===== src/core/bcc_pkg.sv =====
// Constants and carrier types for the battery charge controller
package bcc_pkg;

  // ==========================================================
  // Clock and time base
  localparam int CLK_HZ = 100_000_000;
  localparam int CLK_NS = 10;
  // Blink and safety-timer tick rate
  localparam int TICK_HZ = 16;
  localparam int TICK_DIV = CLK_HZ / TICK_HZ;
  // Voltage ramp slopes, one step per period
  localparam int RAMP_FAST_NS = 15625;
  localparam int RAMP_SLOW_NS = 31250;
  localparam int RAMP_FAST_CYC = (RAMP_FAST_NS + CLK_NS - 1) / CLK_NS;
  localparam int RAMP_SLOW_CYC = (RAMP_SLOW_NS + CLK_NS - 1) / CLK_NS;
  localparam int RAMP_W = 12;
  // Start-up sequence step length
  localparam int SEQ_STEP_US = 1000;
  localparam int SEQ_STEP_CYC = SEQ_STEP_US * 1000 / CLK_NS;
  localparam logic [2:0] SEQ_NEVER = 3'h7;
  localparam logic [2:0] SEQ_LAST = 3'h6;

  // ==========================================================
  // Safety timers, counted in ticks
  localparam int T1_BASE_MIN = 50;
  localparam int T1_STEP_MIN = 30;
  localparam int T2_BASE_HR = 12;
  localparam int T2_STEP_HR = 4;
  localparam int TICKS_PER_MIN = 60 * TICK_HZ;
  localparam int TMR_W = 22;

  // ==========================================================
  // Currents in mA and voltages in mV
  localparam logic [10:0] STEP_FINE_MA = 11'h019;
  localparam logic [10:0] KNEE_MA = 11'h0c8;
  localparam logic [10:0] STEP_COARSE_MA = 11'h064;
  localparam logic [10:0] FAST_MAX_MA = 11'h5dc;
  localparam logic [10:0] SAFE_MA = 11'h00a;
  localparam logic [4:0] FAST_KNEE_CODE = 5'h08;
  localparam logic [3:0] PRE_MAX_CODE = 4'h8;
  localparam logic [12:0] VT_4V00 = 13'h0fa0;
  localparam logic [12:0] VT_4V10 = 13'h1004;
  localparam logic [12:0] VT_4V20 = 13'h1068;
  localparam logic [12:0] VT_4V35 = 13'h10fe;
  localparam logic [12:0] VT_4V40 = 13'h1130;

  // ==========================================================
  // Charge-phase status codes
  localparam logic [2:0] PH_TRICKLE = 3'h0;
  localparam logic [2:0] PH_PRE = 3'h1;
  localparam logic [2:0] PH_CC = 3'h2;
  localparam logic [2:0] PH_CV = 3'h3;
  localparam logic [2:0] PH_DONE = 3'h4;
  localparam logic [2:0] PH_NONE = 3'h5;

  // Indicator styles and software indicator codes
  localparam logic [1:0] LED_STYLE_A = 2'h0;
  localparam logic [1:0] LED_STYLE_B = 2'h1;
  localparam logic [1:0] LED_STYLE_SW = 2'h2;
  localparam logic [1:0] LED_SW_1HZ = 2'h1;
  localparam logic [1:0] LED_SW_4HZ = 2'h2;
  localparam logic [1:0] LED_SW_LOW = 2'h3;

  // ==========================================================
  // Carrier types
  typedef struct packed {
    logic [3:0] prechg_code;
    logic [4:0] fast_code;
    logic [2:0] vtarget_sel;
    logic chg_en;
    logic term_en;
    logic timer_en;
    logic timer_dpm_en;
    logic [1:0] t1_sel;
    logic [1:0] t2_sel;
    logic bat_det_en;
    logic ts_chg_en;
    logic [1:0] led_mode;
    logic [1:0] led_sw;
    logic ramp_en;
    logic ramp_slow;
    logic [7:0] chg_hot;
    logic [7:0] chg_cold;
    logic [7:0] dis_hot;
    logic [7:0] dis_cold;
    logic [7:0] hot_hyst;
    logic [7:0] cold_hyst;
  } bcc_cfg_t;

  localparam bcc_cfg_t CFG_RST = '{prechg_code: 4'h5, fast_code: 5'h09,
    vtarget_sel: 3'h2, chg_en: 1'b1, term_en: 1'b1, timer_en: 1'b1,
    timer_dpm_en: 1'b1, t1_sel: 2'h0, t2_sel: 2'h0, bat_det_en: 1'b1,
    ts_chg_en: 1'b1, led_mode: 2'h0, led_sw: 2'h0, ramp_en: 1'b0,
    ramp_slow: 1'b0, chg_hot: 8'h1e, chg_cold: 8'ha5, dis_hot: 8'h16,
    dis_cold: 8'hc8, hot_hyst: 8'h04, cold_hyst: 8'h04};

  typedef struct packed {
    logic vbus_present;
    logic vbus_above_bat;
    logic src_good;
    logic die_reg;
    logic die_shut;
    logic bat_low;
    logic bat_at_target;
    logic bat_above_rechg;
    logic bat_ovp;
    logic in_ovp;
    logic below_term;
    logic in_dpm;
    logic bat_det;
    logic discharging;
    logic [7:0] ts_code;
  } bcc_sense_t;

  typedef struct packed {
    logic done;
    logic safe;
    logic die_shut;
    logic ts_chg;
    logic ts_work;
  } bcc_irq_t;

  // Timeout in ticks for a base plus a selected number of steps
  function automatic logic [TMR_W-1:0] bcc_tlim(input int base,
      input int step, input logic [1:0] sel, input int scale);
    return TMR_W'((base + step * int'(sel)) * scale);
  endfunction

endpackage


===== src/core/bcc_core.sv =====
// Charger phase control, safety timers, indicator, start-up and ramp
// Functional notes
// - Rail with order code k enables at step k; code 7 never enables.
// - Ramp-enabled bucks move one step per 15.625us or 31.250us.
// - Charge only when input, enable, die, thermistor, overvoltage, timer okay.
// - Below the low-battery threshold, precharge at the precharge current.
// - Precharge current field, 25mA steps to 200mA, reset 125mA.
// - Fast current field, 25mA to 200mA, then 100mA to 1500mA; reset 300mA.
// - Target voltage 4.0/4.1/4.2/4.35/4.4V, reset 4.2V.
// - Fast current until target voltage, then constant voltage taper.
// - Above recharge and below termination: done, stop, open switch, interrupt.
// - Regulation suspends termination; timers half speed or paused by bit.
// - After done, restart below recharge level or on adapter insertion.
// - Battery detection with usable adapter when enabled; else present.
// - Timer one from precharge; timeout stops, safe mode, interrupt.
// - Timer two from constant current; timeout gives safe mode, interrupt.
// - Timer disable bit keeps timeouts from stopping charge.
// - Safe mode gives 10mA; exits on recharge, removal or enable rewrite.
// - Die at regulation point reduces current and sets status bit; core only sets thermal_reg_o, ilimit_ma_o unchanged.
// - Die at 145C interrupts and powers off, no automatic power on.
// - Thermistor out of charge window pauses charger, interrupts, resumes.
// - Thermistor out of work window pauses boost, interrupts, resumes.
// - Style A: off, fault 1Hz, overvoltage 4Hz, low while charging.
// - Style B: battery off, charge 1Hz, alarm 4Hz, low; code 10 software.
// - Phase status codes 000 to 101 as listed.
`timescale 1ns/100ps
module bcc_core #(
  parameter int N_RAIL = 15,
  parameter int TICK_DIV = bcc_pkg::TICK_DIV,
  parameter int SEQ_STEP_CYC = bcc_pkg::SEQ_STEP_CYC
) (
  // Clock and reset
  input wire logic clk_sys_i,
  input wire logic srst_i,
  // Configuration from the host side
  input wire logic cfg_wr_i,
  input wire bcc_pkg::bcc_cfg_t cfg_i,
  // Analog comparator and sensor results
  input wire bcc_pkg::bcc_sense_t sense_i,
  // Start-up ordering
  input wire logic seq_start_i,
  input wire logic [N_RAIL-1:0][2:0] seq_code_i,
  // Buck voltage targets
  input wire logic [1:0][6:0] buck_target_i,
  // Charger status and control
  output logic [2:0] phase_o,
  output logic [10:0] ilimit_ma_o,
  output logic [12:0] vtarget_mv_o,
  output logic batt_switch_open_o,
  output logic thermal_reg_o,
  output logic bat_present_o,
  output logic boost_pause_o,
  output logic power_off_o,
  output bcc_pkg::bcc_irq_t irq_o,
  // Indicator pin, open drain
  output logic led_o,
  output logic led_oe_o,
  // Rails and ramped bucks
  output logic [N_RAIL-1:0] rail_en_o,
  output logic [1:0][6:0] buck_code_o
);
  localparam int SEQ_W = $clog2(SEQ_STEP_CYC + 1);

  typedef enum logic [2:0] {
    ST_IDLE,
    ST_PRE,
    ST_CC,
    ST_CV,
    ST_DONE,
    ST_SAFE
  } bcc_chg_t;

  typedef struct packed {
    bcc_pkg::bcc_cfg_t cfg;
    bcc_chg_t st;
    logic vbus_q;
    logic half;
    logic [bcc_pkg::TMR_W-1:0] tmr;
    logic off;
    logic bat_present;
    logic [1:0] tsc;
    logic [1:0] tsw;
    logic [2:0] phase;
    logic [10:0] ima;
    logic [12:0] vmv;
    logic bsw_open;
    logic treg;
    logic bpause;
    logic led_oe;
    bcc_pkg::bcc_irq_t irq;
    logic seq_on;
    logic [2:0] seq_step;
    logic [SEQ_W-1:0] seq_cnt;
    logic [N_RAIL-1:0] rail_en;
    logic [bcc_pkg::RAMP_W-1:0] ramp_cnt;
    logic [1:0][6:0] buck;
  } bcc_state_t;

  bcc_state_t s_ff;
  bcc_state_t nxt_s;
  logic tick;
  logic [3:0] blink_ph;

  // ==========================================================
  // Shared time base
  bcc_tick_gen #(
    .DIV(TICK_DIV)
  ) u_tick (
    .clk_sys_i(clk_sys_i),
    .srst_i(srst_i),
    .tick_o(tick),
    .phase_o(blink_ph)
  );

  // ==========================================================
  // Helpers
  // Window check with hysteresis; bit 0 hot fault, bit 1 cold fault
  function automatic logic [1:0] bcc_win(input logic [1:0] flt,
      input logic [7:0] code, input logic [7:0] hot,
      input logic [7:0] cold, input logic [7:0] hh, input logic [7:0] ch);
    logic [8:0] hot_clr;
    logic [8:0] cold_clr;
    logic [1:0] res;
    hot_clr = {1'b0, hot} + {1'b0, hh};
    cold_clr = (ch > cold) ? 9'h000 : ({1'b0, cold} - {1'b0, ch});
    res[0] = flt[0] ? ({1'b0, code} < hot_clr) : (code < hot);
    res[1] = flt[1] ? ({1'b0, code} > cold_clr) : (code > cold);
    return res;
  endfunction

  // Fast-charge current: fine steps to the knee, coarse above it
  function automatic logic [10:0] bcc_fast_ma(input logic [4:0] c);
    logic [11:0] ma;
    if (c <= bcc_pkg::FAST_KNEE_CODE) begin
      ma = 12'(c) * 12'(bcc_pkg::STEP_FINE_MA);
    end else begin
      // Twelve bits so the top codes cannot wrap below the clamp
      ma = 12'(bcc_pkg::KNEE_MA)
        + 12'(c - bcc_pkg::FAST_KNEE_CODE) * 12'(bcc_pkg::STEP_COARSE_MA);
    end
    if (ma > 12'(bcc_pkg::FAST_MAX_MA)) begin
      ma = 12'(bcc_pkg::FAST_MAX_MA);
    end
    return ma[10:0];
  endfunction

  // Working signals of the next-state logic
  logic ins;
  logic usable;
  logic rewrite;
  logic ts_bad;
  logic ok;
  logic regul;
  logic charging;
  logic tadv;
  logic tout1;
  logic tout2;
  logic blink1;
  logic blink4;
  logic alarm;
  logic ovp;
  logic [1:0] led_sel;
  logic [bcc_pkg::RAMP_W-1:0] ramp_per;

  // ==========================================================
  // Next-state logic
  always_comb begin
    nxt_s = s_ff;
    nxt_s.irq = '0;
    if (cfg_wr_i) begin
      nxt_s.cfg = cfg_i;
    end
    // A write that sets either enable releases safe mode
    rewrite = cfg_wr_i && (cfg_i.chg_en || cfg_i.timer_en);
    nxt_s.vbus_q = sense_i.vbus_present;
    ins = sense_i.vbus_present && !s_ff.vbus_q;
    usable = sense_i.vbus_present && sense_i.vbus_above_bat
      && sense_i.src_good;

    // Battery detection holds its last result without an adapter
    if (!s_ff.cfg.bat_det_en) begin
      nxt_s.bat_present = 1'b1;
    end else if (usable) begin
      nxt_s.bat_present = sense_i.bat_det;
    end

    // Thermistor windows, both tracked at all times
    nxt_s.tsc = bcc_win(s_ff.tsc, sense_i.ts_code, s_ff.cfg.chg_hot,
      s_ff.cfg.chg_cold, s_ff.cfg.hot_hyst, s_ff.cfg.cold_hyst);
    nxt_s.tsw = bcc_win(s_ff.tsw, sense_i.ts_code, s_ff.cfg.dis_hot,
      s_ff.cfg.dis_cold, s_ff.cfg.hot_hyst, s_ff.cfg.cold_hyst);
    ts_bad = s_ff.cfg.ts_chg_en && (|s_ff.tsc);

    // Shutdown latches until reset; cooling never powers back on
    if (sense_i.die_shut && !s_ff.off) begin
      nxt_s.off = 1'b1;
      nxt_s.irq.die_shut = 1'b1;
    end

    ok = usable && s_ff.cfg.chg_en && !sense_i.die_shut && !s_ff.off
      && !ts_bad && !sense_i.bat_ovp;
    charging = (s_ff.st == ST_PRE) || (s_ff.st == ST_CC)
      || (s_ff.st == ST_CV);
    regul = sense_i.in_dpm || (charging && sense_i.die_reg);

    // Timers halve under regulation, or stop if timing is off there
    if (tick && regul) begin
      nxt_s.half = !s_ff.half;
    end
    tadv = tick && (!regul || (s_ff.cfg.timer_dpm_en && s_ff.half));
    tout1 = s_ff.cfg.timer_en && (s_ff.tmr >= bcc_pkg::bcc_tlim(
      bcc_pkg::T1_BASE_MIN, bcc_pkg::T1_STEP_MIN, s_ff.cfg.t1_sel,
      bcc_pkg::TICKS_PER_MIN));
    tout2 = s_ff.cfg.timer_en && (s_ff.tmr >= bcc_pkg::bcc_tlim(
      bcc_pkg::T2_BASE_HR, bcc_pkg::T2_STEP_HR, s_ff.cfg.t2_sel,
      60 * bcc_pkg::TICKS_PER_MIN));
    if (charging && tadv) begin
      nxt_s.tmr = s_ff.tmr + bcc_pkg::TMR_W'(1);
    end

    // Charge phase machine
    case (s_ff.st)
      ST_IDLE: begin
        if (ok) begin
          nxt_s.tmr = '0;
          nxt_s.half = 1'b0;
          if (sense_i.bat_low) begin
            nxt_s.st = ST_PRE;
          end else if (sense_i.bat_at_target) begin
            nxt_s.st = ST_CV;
          end else begin
            nxt_s.st = ST_CC;
          end
        end
      end
      ST_PRE: begin
        if (!ok) begin
          nxt_s.st = ST_IDLE;
        end else if (!sense_i.bat_low) begin
          nxt_s.st = ST_CC;
          nxt_s.tmr = '0;
        end else if (tout1) begin
          nxt_s.st = ST_SAFE;
          nxt_s.irq.safe = 1'b1;
        end
      end
      ST_CC: begin
        if (!ok) begin
          nxt_s.st = ST_IDLE;
        end else if (tout2) begin
          nxt_s.st = ST_SAFE;
          nxt_s.irq.safe = 1'b1;
        end else if (sense_i.bat_at_target) begin
          nxt_s.st = ST_CV;
        end
      end
      ST_CV: begin
        if (!ok) begin
          nxt_s.st = ST_IDLE;
        end else if (tout2) begin
          nxt_s.st = ST_SAFE;
          nxt_s.irq.safe = 1'b1;
        end else if (s_ff.cfg.term_en && !regul && sense_i.below_term
            && sense_i.bat_above_rechg) begin
          nxt_s.st = ST_DONE;
          nxt_s.irq.done = 1'b1;
        end
      end
      ST_DONE: begin
        if (ins || !sense_i.bat_above_rechg) begin
          nxt_s.st = ST_IDLE;
        end
      end
      ST_SAFE: begin
        if (sense_i.bat_above_rechg || !sense_i.vbus_present
            || rewrite) begin
          nxt_s.st = ST_IDLE;
        end
      end
      default: begin
        nxt_s.st = ST_IDLE;
      end
    endcase

    // Thermistor events: entering a fault window interrupts once
    nxt_s.irq.ts_chg = charging && s_ff.cfg.ts_chg_en
      && (|nxt_s.tsc) && !(|s_ff.tsc);
    nxt_s.irq.ts_work = sense_i.discharging && (|nxt_s.tsw)
      && !(|s_ff.tsw);
    nxt_s.bpause = sense_i.discharging && (|nxt_s.tsw);
    nxt_s.treg = charging && sense_i.die_reg;

    // Phase report, current limit and voltage target
    nxt_s.bsw_open = (nxt_s.st == ST_DONE);
    case (nxt_s.st)
      ST_PRE: begin
        nxt_s.phase = bcc_pkg::PH_PRE;
        nxt_s.ima = (s_ff.cfg.prechg_code > bcc_pkg::PRE_MAX_CODE)
          ? bcc_pkg::KNEE_MA
          : 11'(s_ff.cfg.prechg_code) * bcc_pkg::STEP_FINE_MA;
      end
      ST_CC: begin
        nxt_s.phase = bcc_pkg::PH_CC;
        nxt_s.ima = bcc_fast_ma(s_ff.cfg.fast_code);
      end
      ST_CV: begin
        nxt_s.phase = bcc_pkg::PH_CV;
        nxt_s.ima = bcc_fast_ma(s_ff.cfg.fast_code);
      end
      ST_DONE: begin
        nxt_s.phase = bcc_pkg::PH_DONE;
        nxt_s.ima = '0;
      end
      ST_SAFE: begin
        nxt_s.phase = bcc_pkg::PH_TRICKLE;
        nxt_s.ima = bcc_pkg::SAFE_MA;
      end
      default: begin
        nxt_s.phase = bcc_pkg::PH_NONE;
        nxt_s.ima = '0;
      end
    endcase
    case (s_ff.cfg.vtarget_sel)
      3'h0: nxt_s.vmv = bcc_pkg::VT_4V00;
      3'h1: nxt_s.vmv = bcc_pkg::VT_4V10;
      3'h2: nxt_s.vmv = bcc_pkg::VT_4V20;
      3'h3: nxt_s.vmv = bcc_pkg::VT_4V35;
      default: nxt_s.vmv = bcc_pkg::VT_4V40;
    endcase

    // Indicator: low quarter of each blink period pulls the pin low
    blink1 = (blink_ph[3:2] == 2'h0);
    blink4 = (blink_ph[1:0] == 2'h0);
    ovp = sense_i.in_ovp || sense_i.bat_ovp;
    alarm = (s_ff.st == ST_SAFE) || s_ff.off || ts_bad;
    led_sel = s_ff.cfg.led_sw;
    if (s_ff.cfg.led_mode == bcc_pkg::LED_STYLE_A) begin
      if (ovp) begin
        nxt_s.led_oe = blink4;
      end else if (alarm) begin
        nxt_s.led_oe = blink1;
      end else begin
        nxt_s.led_oe = charging;
      end
    end else if (s_ff.cfg.led_mode == bcc_pkg::LED_STYLE_B) begin
      if (!sense_i.vbus_present) begin
        nxt_s.led_oe = 1'b0;
      end else if (ovp || alarm) begin
        nxt_s.led_oe = blink4;
      end else if (charging) begin
        nxt_s.led_oe = blink1;
      end else begin
        nxt_s.led_oe = !s_ff.bat_present || (s_ff.st == ST_DONE);
      end
    end else if (s_ff.cfg.led_mode == bcc_pkg::LED_STYLE_SW) begin
      nxt_s.led_oe = (led_sel == bcc_pkg::LED_SW_LOW)
        || ((led_sel == bcc_pkg::LED_SW_1HZ) && blink1)
        || ((led_sel == bcc_pkg::LED_SW_4HZ) && blink4);
    end else begin
      nxt_s.led_oe = 1'b0;
    end

    // Start-up order: each step enables rails carrying that code
    if (seq_start_i) begin
      nxt_s.seq_on = 1'b1;
      nxt_s.seq_step = '0;
      nxt_s.seq_cnt = '0;
      for (int i = 0; i < N_RAIL; i++) begin
        nxt_s.rail_en[i] = (seq_code_i[i] == 3'h0);
      end
    end else if (s_ff.seq_on) begin
      if (s_ff.seq_cnt == SEQ_W'(SEQ_STEP_CYC - 1)) begin
        nxt_s.seq_cnt = '0;
        nxt_s.seq_step = s_ff.seq_step + 3'h1;
        nxt_s.seq_on = (s_ff.seq_step + 3'h1) != bcc_pkg::SEQ_LAST;
        for (int i = 0; i < N_RAIL; i++) begin
          if ((seq_code_i[i] == s_ff.seq_step + 3'h1)
              && (seq_code_i[i] != bcc_pkg::SEQ_NEVER)) begin
            nxt_s.rail_en[i] = 1'b1;
          end
        end
      end else begin
        nxt_s.seq_cnt = s_ff.seq_cnt + SEQ_W'(1);
      end
    end

    // Voltage ramp shared by both buck channels
    ramp_per = s_ff.cfg.ramp_slow
      ? bcc_pkg::RAMP_W'(bcc_pkg::RAMP_SLOW_CYC)
      : bcc_pkg::RAMP_W'(bcc_pkg::RAMP_FAST_CYC);
    if (!s_ff.cfg.ramp_en) begin
      nxt_s.ramp_cnt = '0;
      nxt_s.buck = buck_target_i;
    end else if (s_ff.ramp_cnt >= ramp_per - bcc_pkg::RAMP_W'(1)) begin
      nxt_s.ramp_cnt = '0;
      for (int b = 0; b < 2; b++) begin
        if (s_ff.buck[b] < buck_target_i[b]) begin
          nxt_s.buck[b] = s_ff.buck[b] + 7'h01;
        end else if (s_ff.buck[b] > buck_target_i[b]) begin
          nxt_s.buck[b] = s_ff.buck[b] - 7'h01;
        end
      end
    end else begin
      nxt_s.ramp_cnt = s_ff.ramp_cnt + bcc_pkg::RAMP_W'(1);
    end
  end

  // ==========================================================
  // State register; configuration returns to its defaults
  always_ff @(posedge clk_sys_i) begin
    if (srst_i) begin
      s_ff <= '0;
      s_ff.cfg <= bcc_pkg::CFG_RST;
      s_ff.st <= ST_IDLE;
      s_ff.bat_present <= 1'b1;
      s_ff.phase <= bcc_pkg::PH_NONE;
      s_ff.vmv <= bcc_pkg::VT_4V20;
    end else begin
      s_ff <= nxt_s;
    end
  end

  // ==========================================================
  // Outputs straight from the state register
  assign phase_o = s_ff.phase;
  assign ilimit_ma_o = s_ff.ima;
  assign vtarget_mv_o = s_ff.vmv;
  assign batt_switch_open_o = s_ff.bsw_open;
  assign thermal_reg_o = s_ff.treg;
  assign bat_present_o = s_ff.bat_present;
  assign boost_pause_o = s_ff.bpause;
  assign power_off_o = s_ff.off;
  assign irq_o = s_ff.irq;
  // Open drain: the data level is always low, only the enable moves
  assign led_o = s_ff.irq.done & 1'b0;
  assign led_oe_o = s_ff.led_oe;
  assign rail_en_o = s_ff.rail_en;
  assign buck_code_o = s_ff.buck;
endmodule


===== src/core/bcc_tick_gen.sv =====
// Free-running divider giving the tick and blink phase
`timescale 1ns/100ps
module bcc_tick_gen #(
  parameter int DIV = bcc_pkg::TICK_DIV
) (
  // Clock and reset
  input wire logic clk_sys_i,
  input wire logic srst_i,
  // Time base
  output logic tick_o,
  output logic [3:0] phase_o
);
  localparam int CW = $clog2(DIV + 1);

  typedef struct packed {
    logic [CW-1:0] cnt;
    logic [3:0] phase;
    logic tick;
  } bcc_tg_t;

  bcc_tg_t tg_ff;
  bcc_tg_t nxt_tg;

  // ==========================================================
  // One divider feeds both blink rates and the safety timers
  always_comb begin
    nxt_tg = tg_ff;
    nxt_tg.tick = 1'b0;
    if (tg_ff.cnt == CW'(DIV - 1)) begin
      nxt_tg.cnt = '0;
      nxt_tg.tick = 1'b1;
      nxt_tg.phase = tg_ff.phase + 4'h1;
    end else begin
      nxt_tg.cnt = tg_ff.cnt + CW'(1);
    end
  end

  // State register
  always_ff @(posedge clk_sys_i) begin
    if (srst_i) begin
      tg_ff <= '0;
    end else begin
      tg_ff <= nxt_tg;
    end
  end

  assign tick_o = tg_ff.tick;
  assign phase_o = tg_ff.phase;
endmodule


===== config.mk =====
export PLATFORM = sky130hd
export DESIGN_NAME = bcc_core
export DESIGN_NICKNAME = d
export VERILOG_FILES = /design/src/core/bcc_pkg.sv /design/src/core/bcc_core.sv /design/src/core/bcc_tick_gen.sv
export SDC_FILE = /design/constraint.sdc
export NUM_CORES = 1
export LEC_CHECK = 0
export ABC_CLOCK_PERIOD_IN_PS = 7100
export BUFFER_PORTS_ARGS = -buffer_cell sky130_fd_sc_hd__buf_4
export CAP_MARGIN = 20
export CORE_ASPECT_RATIO = 1.25
export CORE_MARGIN = 3
export CORE_UTILIZATION = 45
export CTS_CLUSTER_SIZE = 14
export DETAILED_ROUTE_END_ITERATION = 12
export MAX_ROUTING_LAYER = met4
export PLACE_DENSITY_LB_ADDON = 0.2
export SLEW_MARGIN = 20
export SYNTH_ARGS = -nofsm -noshare
export SYNTH_HDL_FRONTEND = slang
export SYNTH_HIERARCHICAL = 1
export SYNTH_SLANG_ARGS = --single-unit

===== constraint.sdc =====
create_clock -name clk_sys_i -period 7.1 [get_ports clk_sys_i]
set_input_delay 0 -clock clk_sys_i [delete_from_list [all_inputs] [get_ports clk_sys_i]]
set_output_delay 0 -clock clk_sys_i [all_outputs]
set_load 0.03 [all_outputs]

# Word level (Yosys, flattened, before mapping)
# Cells that the tools add are included.
# totals
ff_bits	235
out_inout_bits	68
elab_cells	384
# classes
order_cmp	21
n_addsub	19
n_mux	81
n_bitwise	4
multipliers	6
eq_ne	54
reduce_logical	134
# op_table
operator	count
36-bit 2-to-1 mux	2
14-bit case mux with 5 select lines	1
22-bit 2-to-1 mux	3
13-bit case mux with 4 select lines	1
3-bit zero test	17
12-bit 2-to-1 mux	4
3-bit inequality test, second input constant	16
3-bit equality test	15
3-bit AND reduction	15
22-bit case mux with 2 select lines	1
1-bit logical AND	43
1-bit 2-to-1 mux	39
3-bit 2-to-1 mux	12
2-bit nonzero test	17
8-bit greater-than comparator	4
14-bit 2-to-1 mux	2
7-bit 2-to-1 mux	4
9-bit 2-to-1 mux	3
12-bit by 11-bit greater-than comparator with 1-bit output, second input constant	2
23-bit by 1-bit adder with 23-bit output, second input constant	1
23-bit equality test, second input constant	1
23-bit 2-to-1 mux	1
22-bit by 1-bit adder with 22-bit output, second input constant	1
22-bit by 18-bit greater-or-equal comparator with 1-bit output	1
51 further kinds	113

# Longest topological paths before layout
# Gate-level depths: netlist of run 1.
# logic_depth
ltp_word	18
ltp_mapped	23
ltp_nobuf	23

# Modules after synthesis
# Netlist of run 1, hierarchy kept.
# modules_own_cells
module	n_inst	area_each_um2	seq_area_each_um2	cells_per_inst
bcc_core	1	14796.7	4063.9	1765
bcc_tick_gen	1	1372.6	560.5	151

# Least setup slack after synthesis of run 1
# No wires, ideal clock.
# synth_timing
kind	reg-to-reg
startpoint	reg s_ff[189] (netlist name)
endpoint	reg s_ff (netlist bit ilimit_ma_o[6])
arrival_ns	4.546
path_stages_with_launch	24
path_buffers	0
t_required_ns	7.031
path_slack_ns	2.485
cell_sequence	dfxtp_1 > inv_1 > ha_1 > inv_1 > ha_1 > xnor2_1 > xnor2_1 > xnor2_1 > fa_1 > ha_1 > inv_1 > nor2_1 > nor2_1 > o21bai_1 > xor2_1 > ha_1 > o21ai_0 > o211ai_1 > a211oi_1 > nor4_1 > a211oi_4 > nand2_1 > o31a_1 > o21ai_1
# synth_via
elab_chain_cells	11
elab_cells_between_ends	15
classes_between	add/sub (1); mul (2); order compare (1); eq/ne (5); mux (5); reduce/logical (1)
# synth_rtl
element	line	source
start, declared	bcc_core.sv:99	bcc_state_t s_ff;
start signal, assigned	bcc_core.sv:419	s_ff <= nxt_s;
4-bit by 2-bit multiplier with 6-bit output *	bcc_pkg.sv:126	return TMR_W'((base + step * int'(sel)) * scale);
6-bit by 7-bit adder with 8-bit output *	bcc_pkg.sv:126	
8-bit by 4-bit multiplier with 12-bit output *	bcc_pkg.sv:126	
22-bit by 18-bit greater-or-equal comparator with 1-bit output *	bcc_core.sv:211	tout1 = s_ff.cfg.timer_en && (s_ff.tmr >= bcc_pkg::bcc_tlim(
1-bit logical AND *	bcc_core.sv:211	
3-bit 2-to-1 mux *	bcc_core.sv:242	end else if (tout1) begin
3-bit 2-to-1 mux *	bcc_core.sv:239	end else if (!sense_i.bat_low) begin
3-bit 2-to-1 mux *	bcc_core.sv:237	if (!ok) begin
3-bit case mux with 6 select lines *	bcc_core.sv:222	case (s_ff.st)
3-bit equality test, or another cell as far along	bcc_core.sv:295	case (nxt_s.st)
14-bit case mux with 5 select lines *	bcc_core.sv:295	
# Every way passes the cells marked *; elsewhere a longest branch is shown, timed or not.
# A chain may end at the register's enable or synchronous reset.

# Final worst setup path of run 1
# layout_timing
startpoint	reg s_ff[189] (netlist name)
endpoint	reg s_ff (netlist bit ilimit_ma_o[0])
# Same word-level chain as after synthesis.

==> results.py, run 1 <==
metrics = {
    "worst_setup_path": {
        "worstPathArrival_ns": 5.63,
        "crit_top_cell": "ha_1",
        "path_max_fanout": 9,
        "end_kind": "flop",
        "crit_required_ns": 7.52,
        "crit_chain": "inv_1 -> ha_1 -> inv_1 -> ha_1 -> xnor2_1 -> xnor2_1 -> xnor2_1 -> fa_1 -> ha_1 -> inv_1 -> nor2_1 -> nor2_1 -> o21bai_1 -> xor2_1 -> ha_1 -> o21ai_0 -> o211ai_1 -> a211oi_1 -> nor4_1 -> a211oi_4 -> nand3b_1 -> o41ai_1",
        "critPathKind": "flop to flop",
        "cpLargestDelayFamily": "adder cells",
        "cp_slowest_cell": "dfxtp_1",
        "cp_slowest_stage_delay_ns": 0.50,
        "critPathLaunchType": "flop",
        "crit_buf_inv": 3,
        "ff2ff_setup_slack_ns": 1.88,
    },
    "timing": {
        "worstMarginPinSlew_ns": 1.003,
        "period_needed_ns": 5.219,
        "hold_ws_ns": 0.01150,
        "slew_headroom": 0.3310,
        "drv_slew": 0,
        "worst_slack_ns": 1.881,
        "finalSetupViolations": 0,
        "finalSetupTns_ns": 0,
        "fin_skew_ns": 0.01446,
        "fin_crit_sh": 0.7351,
        "rsz0062_at_grt": "no",
        "hold_viol_final": 0,
        "fmax_mhz": 191.6,
    },
    "place": {
        "place_ws_ns": 1.895,
        "dp_cells": 2494,
        "place_area_um2": 17770,
        "place_congestion": 0.8829,
        "hpwl_mm": 30.31,
        "numPortBuffers": 226,
    },
    "global_routing": {
        "top_usage_layer": "met2",
        "overflow": 0,
        "grtUsageMet3": 0.03135,
        "grt_max_degree": 60,
        "grt_use_met2": 0.3836,
        "met1_usage": 0.2705,
        "grt_use_total": 0.2208,
        "grt_first_pass_wirelength_mm": 68.64,
        "grt_pass1_vias": 14106,
        "antenna_found_initial": 7,
    },
    "logic_synthesis": {
        "synth_flop_cell": "dfxtp_1",
        "seq_area_frac_synth": 0.2860,
        "yosys_warnings": 6,
        "synth_top_family_by_area": "simple AND/OR/NAND/NOR gates",
        "synth-adder-area-share": 0.1794,
        "ys_ff_latch": 231,
        "synthCells": 1916,
        "synth_edf_count": 0,
        "async_reset_ff_frac": 0,
        "syn_avg_cell_area_um2": 8.439,
        "yosys.area_share.simple": 0.1847,
        "yosysUniqueCellTypes": 87,
        "synth_compound_area_frac": 0.1517,
        "synthMuxAreaShare": 0.04604,
        "yosys.area_share.xor_xnor": 0.07150,
        "syn_area_um2": 16170,
    },
    "layout": {
        "area_delta_synth_final_pct": 24.85,
        "nets": 2587,
        "stdcell_count": 2701,
        "utilization": 0.5694,
        "finalInstanceArea_um2": 20190,
        "drive_above_1_share": 0.1406,
    },
    "floorplan": {
        "die_area_um2": 38260,
        "die_x_um": 175.5,
        "die_height_um": 217.9,
        "rows": 77,
        "coreArea_um2": 35450,
        "io_pins": 229,
        "start_util": 0.4561,
    },
    "power": {
        "p_leak_nw": 9.214,
        "power_density_nw_per_um2": 183.7,
        "irDropWorstVdd_mv": 0.1643,
        "p_total_mw": 3.708,
    },
    "cts": {
        "cts_buffers": 27,
        "cts_sinks": 231,
        "cts_resized": 0,
        "path_clk_slew_ns": 0.06,
        "post_cts_buffers": 0,
        "cts_tree": "done",
        "clk_latency_ns": 0.55,
        "h-tree-depth": 1,
        "root_buffer": "clkbuf_16",
        "clockBufferDepth": 3,
    },
    "drt": {
        "wl_per_cell_um": 15.56,
        "via_per_inst": 5.293,
        "vias": 14297,
        "ant_nets": 0,
        "drcViolationCount": 0,
        "drt_iter0_markers": 613,
        "routed_wl_mm": 42.02,
        "dr.pass1.iters": 5,
    },
    "hold_path": {
        "hold_path.class": "primary input to flop",
    },
    "run": {
        "cap_violations": 0,
    },
    "outcome": {
        "status": "complete, no violations",
    },
}
-- kinds of logic (layout without fill, tap and decap cells) --
logic type | Yosys count | after routing
compound gates | 386 | 386
xor+xnor | 132 | 132
fa+ha+maj | 224 | 224
buf+inv | 272 | 574
flops | 231 | 231
mux | 74 | 74
other cells | 1 | 10
simple gates | 596 | 596
-- synthesized netlist by cell type, types with 16 or more instances --
master | instances | area share
xnor2_1 | 62 | 0.034
buf_4 | 67 | 0.031
nand2b_1 | 33 | 0.013
a21o_1 | 39 | 0.018
mux2i_1 | 71 | 0.044
nand2_1 | 116 | 0.027
nand3_1 | 40 | 0.012
clkbuf_1 | 40 | 0.0093
nor2_1 | 201 | 0.047
a21oi_1 | 136 | 0.042
nor2b_1 | 22 | 0.0085
ha_1 | 211 | 0.16
o21ai_0 | 71 | 0.022
xor2_1 | 70 | 0.038
inv_1 | 143 | 0.033
dfxtp_1 | 231 | 0.29
o211ai_1 | 25 | 0.012
and3_1 | 16 | 0.0062
or3_1 | 19 | 0.0074
nand4_1 | 31 | 0.012
nor3_1 | 51 | 0.016
-- where the power goes --
part,switching [mW],leakage [nW],internal (mW),total [mW]
Combinational,0.496,6.90,0.456,0.952
Clock,0.563,0.428,0.796,1.36
Sequential,0.0520,1.89,1.35,1.40
Total,1.11,9.21,2.60,3.71
-- worst paths after layout --
kind | startpoint | to | cells past startpoint
max | s_ff[189] | ilimit_ma_o[0] | 22
min | srst_i | buck_code_o[3] | 2
max reg2reg | s_ff[189] | ilimit_ma_o[0] | 22
min reg2reg | s_ff[186] | bat_present_o | 1
-- area by class of cell --
cell class	instances	area [um2]
clock inverter	9	87.58
antenna	8	20.02
fill	3229	15270
timing repair buffer	385	3273
multi-input combinational	1414	10280
clock buffer	37	773.2
sequential	231	4626
tap	474	593.1
inverter	143	536.8
-- placed cells by master (no fill, tap or decap), drive strengths merged, types with 8 or more instances in the layout --
master / n
a211oi: 14
a21o: 39
a21oi: 137
a22oi: 15
and3: 17
buf: 232
clkbuf: 37
dfxtp: 231
diode: 8
dlygate4sd3: 153
fa: 13
ha: 211
inv: 144
mux2i: 71
nand2: 116
nand2b: 33
nand3: 40
nand4: 34
nor2: 202
nor2b: 22
nor3: 52
nor4: 11
o211ai: 25
o21a: 12
o21ai: 73
o21bai: 13
o31ai: 12
or2: 8
or3: 21
xnor2: 62
xor2: 70
-- worst reg2reg max path: stages (launching register included) --
cell and delay (ns):
dfxtp_1 0.50, inv_1 0.22, ha_1 0.30, inv_1 0.09, ha_1 0.24, xnor2_1 0.16
xnor2_1 0.15, xnor2_1 0.16, fa_1 0.44, ha_1 0.30, inv_1 0.08, nor2_1 0.05
nor2_1 0.16, o21bai_1 0.10, xor2_1 0.17, ha_1 0.30, o21ai_0 0.15, o211ai_1 0.11
a211oi_1 0.26, nor4_1 0.13, a211oi_4 0.41, nand3b_1 0.23, o41ai_1 0.37
-- state kept, by name, summed over array words and instances, names as in the netlist --
name	cells
batt_switch_open_o	1
boost_pause_o	1
led_sel	2
led_oe_o	1
u_tick/phase_o	4
phase_o	3
buck_code_o	14
thermal_reg_o	1
vtarget_mv_o	9
ilimit_ma_o	11
u_tick/tick_o	1
u_tick/tg_ff	23
rail_en_o	15
bat_present_o	1
s_ff	138
irq_o	5
power_off_o	1
-- timing repair --
| action | CTS | global route |
|---|---|---|
| hold buffers | 153 | 0 |
| endpoints found under the setup margin | 0 | 0 |
| hold endpoints to repair | 120 | 0 |
-- layer usage --
layer  part of all wire  vias up
met5                  0        -
met4              0.015        0
met3              0.048       45
met2               0.49      323
met1               0.45     6743
li1                   -     7186
(Power assumes the default switching activity.)
==> run 2, diff against run 1 <==
Settings changed: ABC_CLOCK_PERIOD_IN_PS 7100 to 4400.
Clock period 7.1 ns to 4.4 ns, I/O delays scaled along.
==> run 2 against run 1 <==
Net effect:
- the flow now finishes with violations (setup timing)
- sequential power is 61% higher
- clock power is 82% higher
- clock skew is 0.0076 ns lower
- power is 72% higher
- critical endpoint is now ilimit_ma_o[5]
- highest routed layer unchanged
==> results.py, run 2 (synthesized netlist as in run 1, its figures left out) <==
metrics = {
    "cts": {
        "cts_tree": "done",
        "root_buffer": "clkbuf_16",
        "clockBufferDepth": 3,
        "h-tree-depth": 1,
        "path_clk_slew_ns": 0.06,
        "cts_buffers": 28,
        "cts_sinks": 231,
        "clk_latency_ns": 0.56,
    },
    "layout": {
        "drive_above_1_share": 0.1642,
        "area_delta_synth_final_pct": 29.78,
        "num-fill-cells": 3124,
        "stdcell_count": 2757,
        "largest_reg_flops": 138,
        "nets": 2643,
        "regMostFlops": "s_ff",
        "final_common_cell": "buf_4",
        "utilization": 0.5919,
        "mostFrequentLayoutCells": "buf_4 (255), dfxtp_1 (229), ha_1 (206), nor2_1 (197), dlygate4sd3_1 (183)",
    },
    "worst_setup_path": {
        "critPathKind": "flop to flop",
        "ff2ff_setup_slack_ns": -0.07,
        "critPathLaunchType": "flop",
        "end_kind": "flop",
        "path_max_fanout": 6,
        "crit_required_ns": 4.85,
        "worstPathArrival_ns": 4.92,
    },
    "timing": {
        "fin_crit_sh": 1.015,
        "hold_viol_final": 0,
        "worst_slack_ns": -0.06546,
        "fmax_mhz": 223.9,
        "worstMarginPinSlew_ns": 0.9530,
        "slew_headroom": 0.3643,
        "finalSetupViolations": 4,
        "period_needed_ns": 4.465,
        "fin_skew_ns": 0.006893,
        "drv_slew": 0,
        "rsz0062_at_grt": "yes",
    },
    "floorplan": {
        "die_x_um": 175.5,
        "start_util": 0.4561,
        "die_area_um2": 38260,
        "io_pins": 229,
        "coreArea_um2": 35450,
        "rows": 77,
        "die_height_um": 217.9,
    },
    "global_routing": {
        "overflow": 0,
        "grt_max_degree": 67,
        "grt_use_total": 0.2237,
        "grt_pass1_vias": 14232,
        "grt_first_pass_wirelength_mm": 69.53,
        "antenna_found_initial": 5,
    },
    "power": {
        "p_total_mw": 6.369,
        "p_leak_nw": 9.601,
        "power_density_nw_per_um2": 303.5,
        "irDropWorstVdd_mv": 0.2558,
    },
    "drt": {
        "vias": 14479,
        "via_per_inst": 5.252,
        "ant_nets": 0,
        "drt_iter0_markers": 782,
        "routed_wl_mm": 43.12,
        "drcViolationCount": 0,
        "dr.pass1.iters": 5,
        "wl_per_cell_um": 15.64,
    },
    "place": {
        "place_congestion": 0.8791,
        "dp_cells": 2511,
        "hpwl_mm": 30.16,
        "numPortBuffers": 226,
    },
    "outcome": {
        "violations": "setup timing",
        "status": "finished with violations",
    },
    "hold_path": {
        "hold_path.class": "primary input to flop",
    },
    "run": {
        "cap_violations": 0,
    },
}
[run 2: changes by cell type in the layout (fill, tap and decap cells not counted), sizes merged]
cell / delta
dlygate4sd3: +30
buf: +25
bufinv: +3
clkinv: +3
diode: -3
inv: -2
[run 2: what timing repair did]
item / CTS / global route
pin swaps: 18 / 27
endpoints found under the hold margin: 121 / 0
resized for setup: 14 / 25
endpoints found under the setup margin: 10 / 13
buffers inserted: 2 / 6
hold buffers: 183 / 0
[run 2: path summary, 6_finish.rpt]
check | from | endpoint | cells past startpoint
worst max-delay path | s_ff[190] | ilimit_ma_o[5] | 24
worst min-delay path | cfg_wr_i | s_ff[163] | 3
worst max register to register | s_ff[190] | ilimit_ma_o[5] | 24
worst min register to register | s_ff[186] | bat_present_o | 1
[run 2: layout make-up]
cell class / count / area, um2 / share of cell area
diodes: 5 / 12.51 / 0.0005962
clock buffers: 37 / 804.5 / 0.03834
repair buffers: 440 / 3772 / 0.1798
well taps: 474 / 593.1 / 0.02826
clock inverters: 13 / 178.9 / 0.008526
multi-input cells: 1414 / 10450 / 0.4979
flip-flops and latches: 231 / 4629 / 0.2206
inverters: 143 / 546.8 / 0.02606
[run 2: where the power goes]
part | internal, mW | leakage (nW) | switching, mW | total (mW)
logic | 0.805 | 7.22 | 0.848 | 1.65
clock network | 1.51 | 0.489 | 0.954 | 2.47
registers | 2.17 | 1.89 | 0.0788 | 2.25
[run 2: worst max-delay path, cell delays in order (launching register included)]
cell	delay (ns)
dfxtp_2	0.33
inv_4	0.08
ha_4	0.15
inv_4	0.04
ha_4	0.25
xnor2_4	0.15
xnor2_2	0.19
xnor2_2	0.14
fa_1	0.44
ha_1	0.32
inv_2	0.07
nor2_2	0.04
nor2_2	0.11
o21bai_1	0.09
xor2_1	0.18
ha_1	0.30
nand4_1	0.14
a211oi_2	0.26
a211oi_2	0.12
nor4_2	0.37
a211oi_4	0.10
nand3b_1	0.17
buf_6	0.13
nor2_2	0.03
o21a_1	0.16
[run 2: per-stage QoR]
| step | area [um2] | setup TNS [ns] | hold slack, ns | setup WS (ns) |
|---|---|---|---|---|
| after floorplan | 16190 | 0 | 0.06907 | 0.02701 |
| after global placement | 17900 | 0 | 0.2145 | 0.01201 |
| after detailed placement | 17900 | -1.029 | 0.2197 | -0.1626 |
| after CTS | 20800 | -0.9507 | 0.006031 | -0.1306 |
| after global routing | 20990 | -2.444 | 0.06243 | -0.3083 |
| final | 20990 | -0.1656 | 0.02645 | -0.06546 |
[run 2: per-layer routing]
layer,GRT usage,share of wire,vias to the layer above
li1,-,-,7300
met1,0.2743,0.44,6792
met2,0.3869,0.49,318
met3,0.03222,0.048,69
met4,0.05783,0.022,0
met5,-,0,-
==> run 3, diff against run 2 <==
Settings changed: CORE_UTILIZATION 45 to 26, SKIP_CTS_REPAIR_TIMING set to 1.
==> run 3 against run 2 <==
Net effect:
- the run ends with hold timing, setup timing left
- power up 1.0%
- non-clock buffer count down 13
- critical path depth up 2
- critical path type unchanged
- critical endpoint is now ilimit_ma_o[2]
- highest routed layer unchanged
==> results.py, run 3 (synthesized netlist as in run 1, its figures left out) <==
metrics = {
    "global_routing": {
        "overflow": 0,
        "grt_max_degree": 57,
        "antenna_found_initial": 1,
        "grt_use_total": 0.1416,
        "grt_first_pass_wirelength_mm": 73.80,
        "grt_pass1_vias": 13691,
    },
    "floorplan": {
        "io_pins": 229,
        "die_height_um": 284.8,
        "die_area_um2": 65240,
        "coreArea_um2": 61160,
        "die_x_um": 229.1,
        "start_util": 0.2644,
        "rows": 101,
    },
    "worst_setup_path": {
        "crit_required_ns": 4.89,
        "crit_top_cell": "buf_4",
        "worstPathArrival_ns": 5.02,
        "cp_slowest_cell": "fa_1",
        "critPathLaunchType": "flop",
        "cp_slowest_stage_delay_ns": 0.49,
        "critPathKind": "flop to flop",
        "path_max_fanout": 7,
        "end_kind": "flop",
    },
    "timing": {
        "fmax_mhz": 220.8,
        "rsz0062_at_grt": "yes",
        "fin_skew_ns": 0.01853,
        "slew_headroom": 0.3463,
        "period_needed_ns": 4.529,
        "fin_crit_sh": 1.029,
        "drv_slew": 0,
        "finalSetupTns_ns": -0.5881,
        "worstMarginPinSlew_ns": 0.9799,
        "finalSetupViolations": 8,
        "worst_slack_ns": -0.1293,
        "hold_viol_final": 1,
        "hold_ws_ns": -0.004251,
    },
    "layout": {
        "stdcell_count": 3092,
        "mostFrequentLayoutCells": "buf_4 (259), dfxtp_1 (229), ha_1 (206), nor2_1 (199), dlygate4sd3_1 (166)",
        "drive_above_1_share": 0.1654,
        "nets": 2631,
        "area_delta_synth_final_pct": 31.42,
        "largest_reg_flops": 138,
        "utilization": 0.3474,
        "regMostFlops": "s_ff",
        "final_common_cell": "buf_4",
    },
    "place": {
        "hpwl_mm": 35.73,
        "dp_cells": 2866,
        "place_ws_ns": -0.1928,
        "place_congestion": 0.8092,
        "numPortBuffers": 226,
    },
    "cts": {
        "path_clk_slew_ns": 0.06,
        "h-tree-depth": 1,
        "clockBufferDepth": 3,
        "cts_buffers": 29,
        "clk_latency_ns": 0.57,
        "cts_sinks": 231,
        "cts_tree": "done",
        "root_buffer": "clkbuf_16",
    },
    "run": {
        "cap_violations": 0,
    },
    "drt": {
        "wl_per_cell_um": 15.47,
        "drt_iter0_markers": 605,
        "ant_nets": 0,
        "vias": 14350,
        "drcViolationCount": 0,
        "routed_wl_mm": 47.83,
        "dr.pass1.iters": 5,
        "via_per_inst": 4.641,
    },
    "power": {
        "power_density_nw_per_um2": 302.8,
        "p_leak_nw": 9.537,
        "irDropWorstVdd_mv": 0.2640,
    },
    "outcome": {
        "violations": "hold timing, setup timing",
        "status": "finished with violations",
    },
    "hold_path": {
        "hold_path.class": "primary input to flop",
    },
}
## run 3: through the flow
| stage | area [um2] | power, mW |
|---|---|---|
| final | 21250 | 6.435 |
| after global routing | 21250 | 6.872 |
| after CTS | 19390 | 6.453 |
| after detailed placement | 18380 | 3.801 |
| after global placement | 18380 | 3.774 |
| after floorplan | 16190 | 3.322 |
## run 3: path summary, 6_finish.rpt
path	from	endpoint	slack, ns	cells after the start
worst max-delay path	s_ff[190]	ilimit_ma_o[2]	-0.13	26
worst min-delay path	sense_i[20]	irq_o[3]	-0.004	5
worst max register to register	s_ff[190]	ilimit_ma_o[2]	-0.13	26
worst min register to register	u_tick/tg_ff[5]	u_tick/tg_ff[5]	0.47	1
## run 3: power breakdown
group          total [mW]  internal, mW  switching [mW]
clock network        2.55          1.58           0.968
registers            2.26          2.17          0.0847
logic                1.63         0.790           0.844
total                6.44          4.54            1.90
## run 3: critical path, delay by kind of cell, from the launching register on
family | cells | cell delay, ns
xor gates and xnor gates | 4 | 0.57
DFF | 1 | 0.33
AOI/OAI and AO/OA | 6 | 1.07
buffers and inverters | 7 | 0.68
and+or+nand+nor | 4 | 0.42
adders and majority gates | 5 | 1.36
## run 3: cell type report
class	count	area (um2)
inverters	143	544.3
clock buffers	38	809.5
flip-flops and latches	231	4629
fillers	6376	39910
well taps	824	1031
multi-input cells	1414	10400
clock inverters	14	203.9
repair buffers	427	3628
diodes	1	2.502
## run 3: per-layer routing
metal / GRT usage / wire length (um) / vias to the layer above
met5: - / 0 / -
met4: 0.03217 / 885 / 0
met3: 0.01988 / 1774 / 54
met2: 0.2462 / 23960 / 224
met1: 0.1739 / 21220 / 6800
li1: - / - / 7272
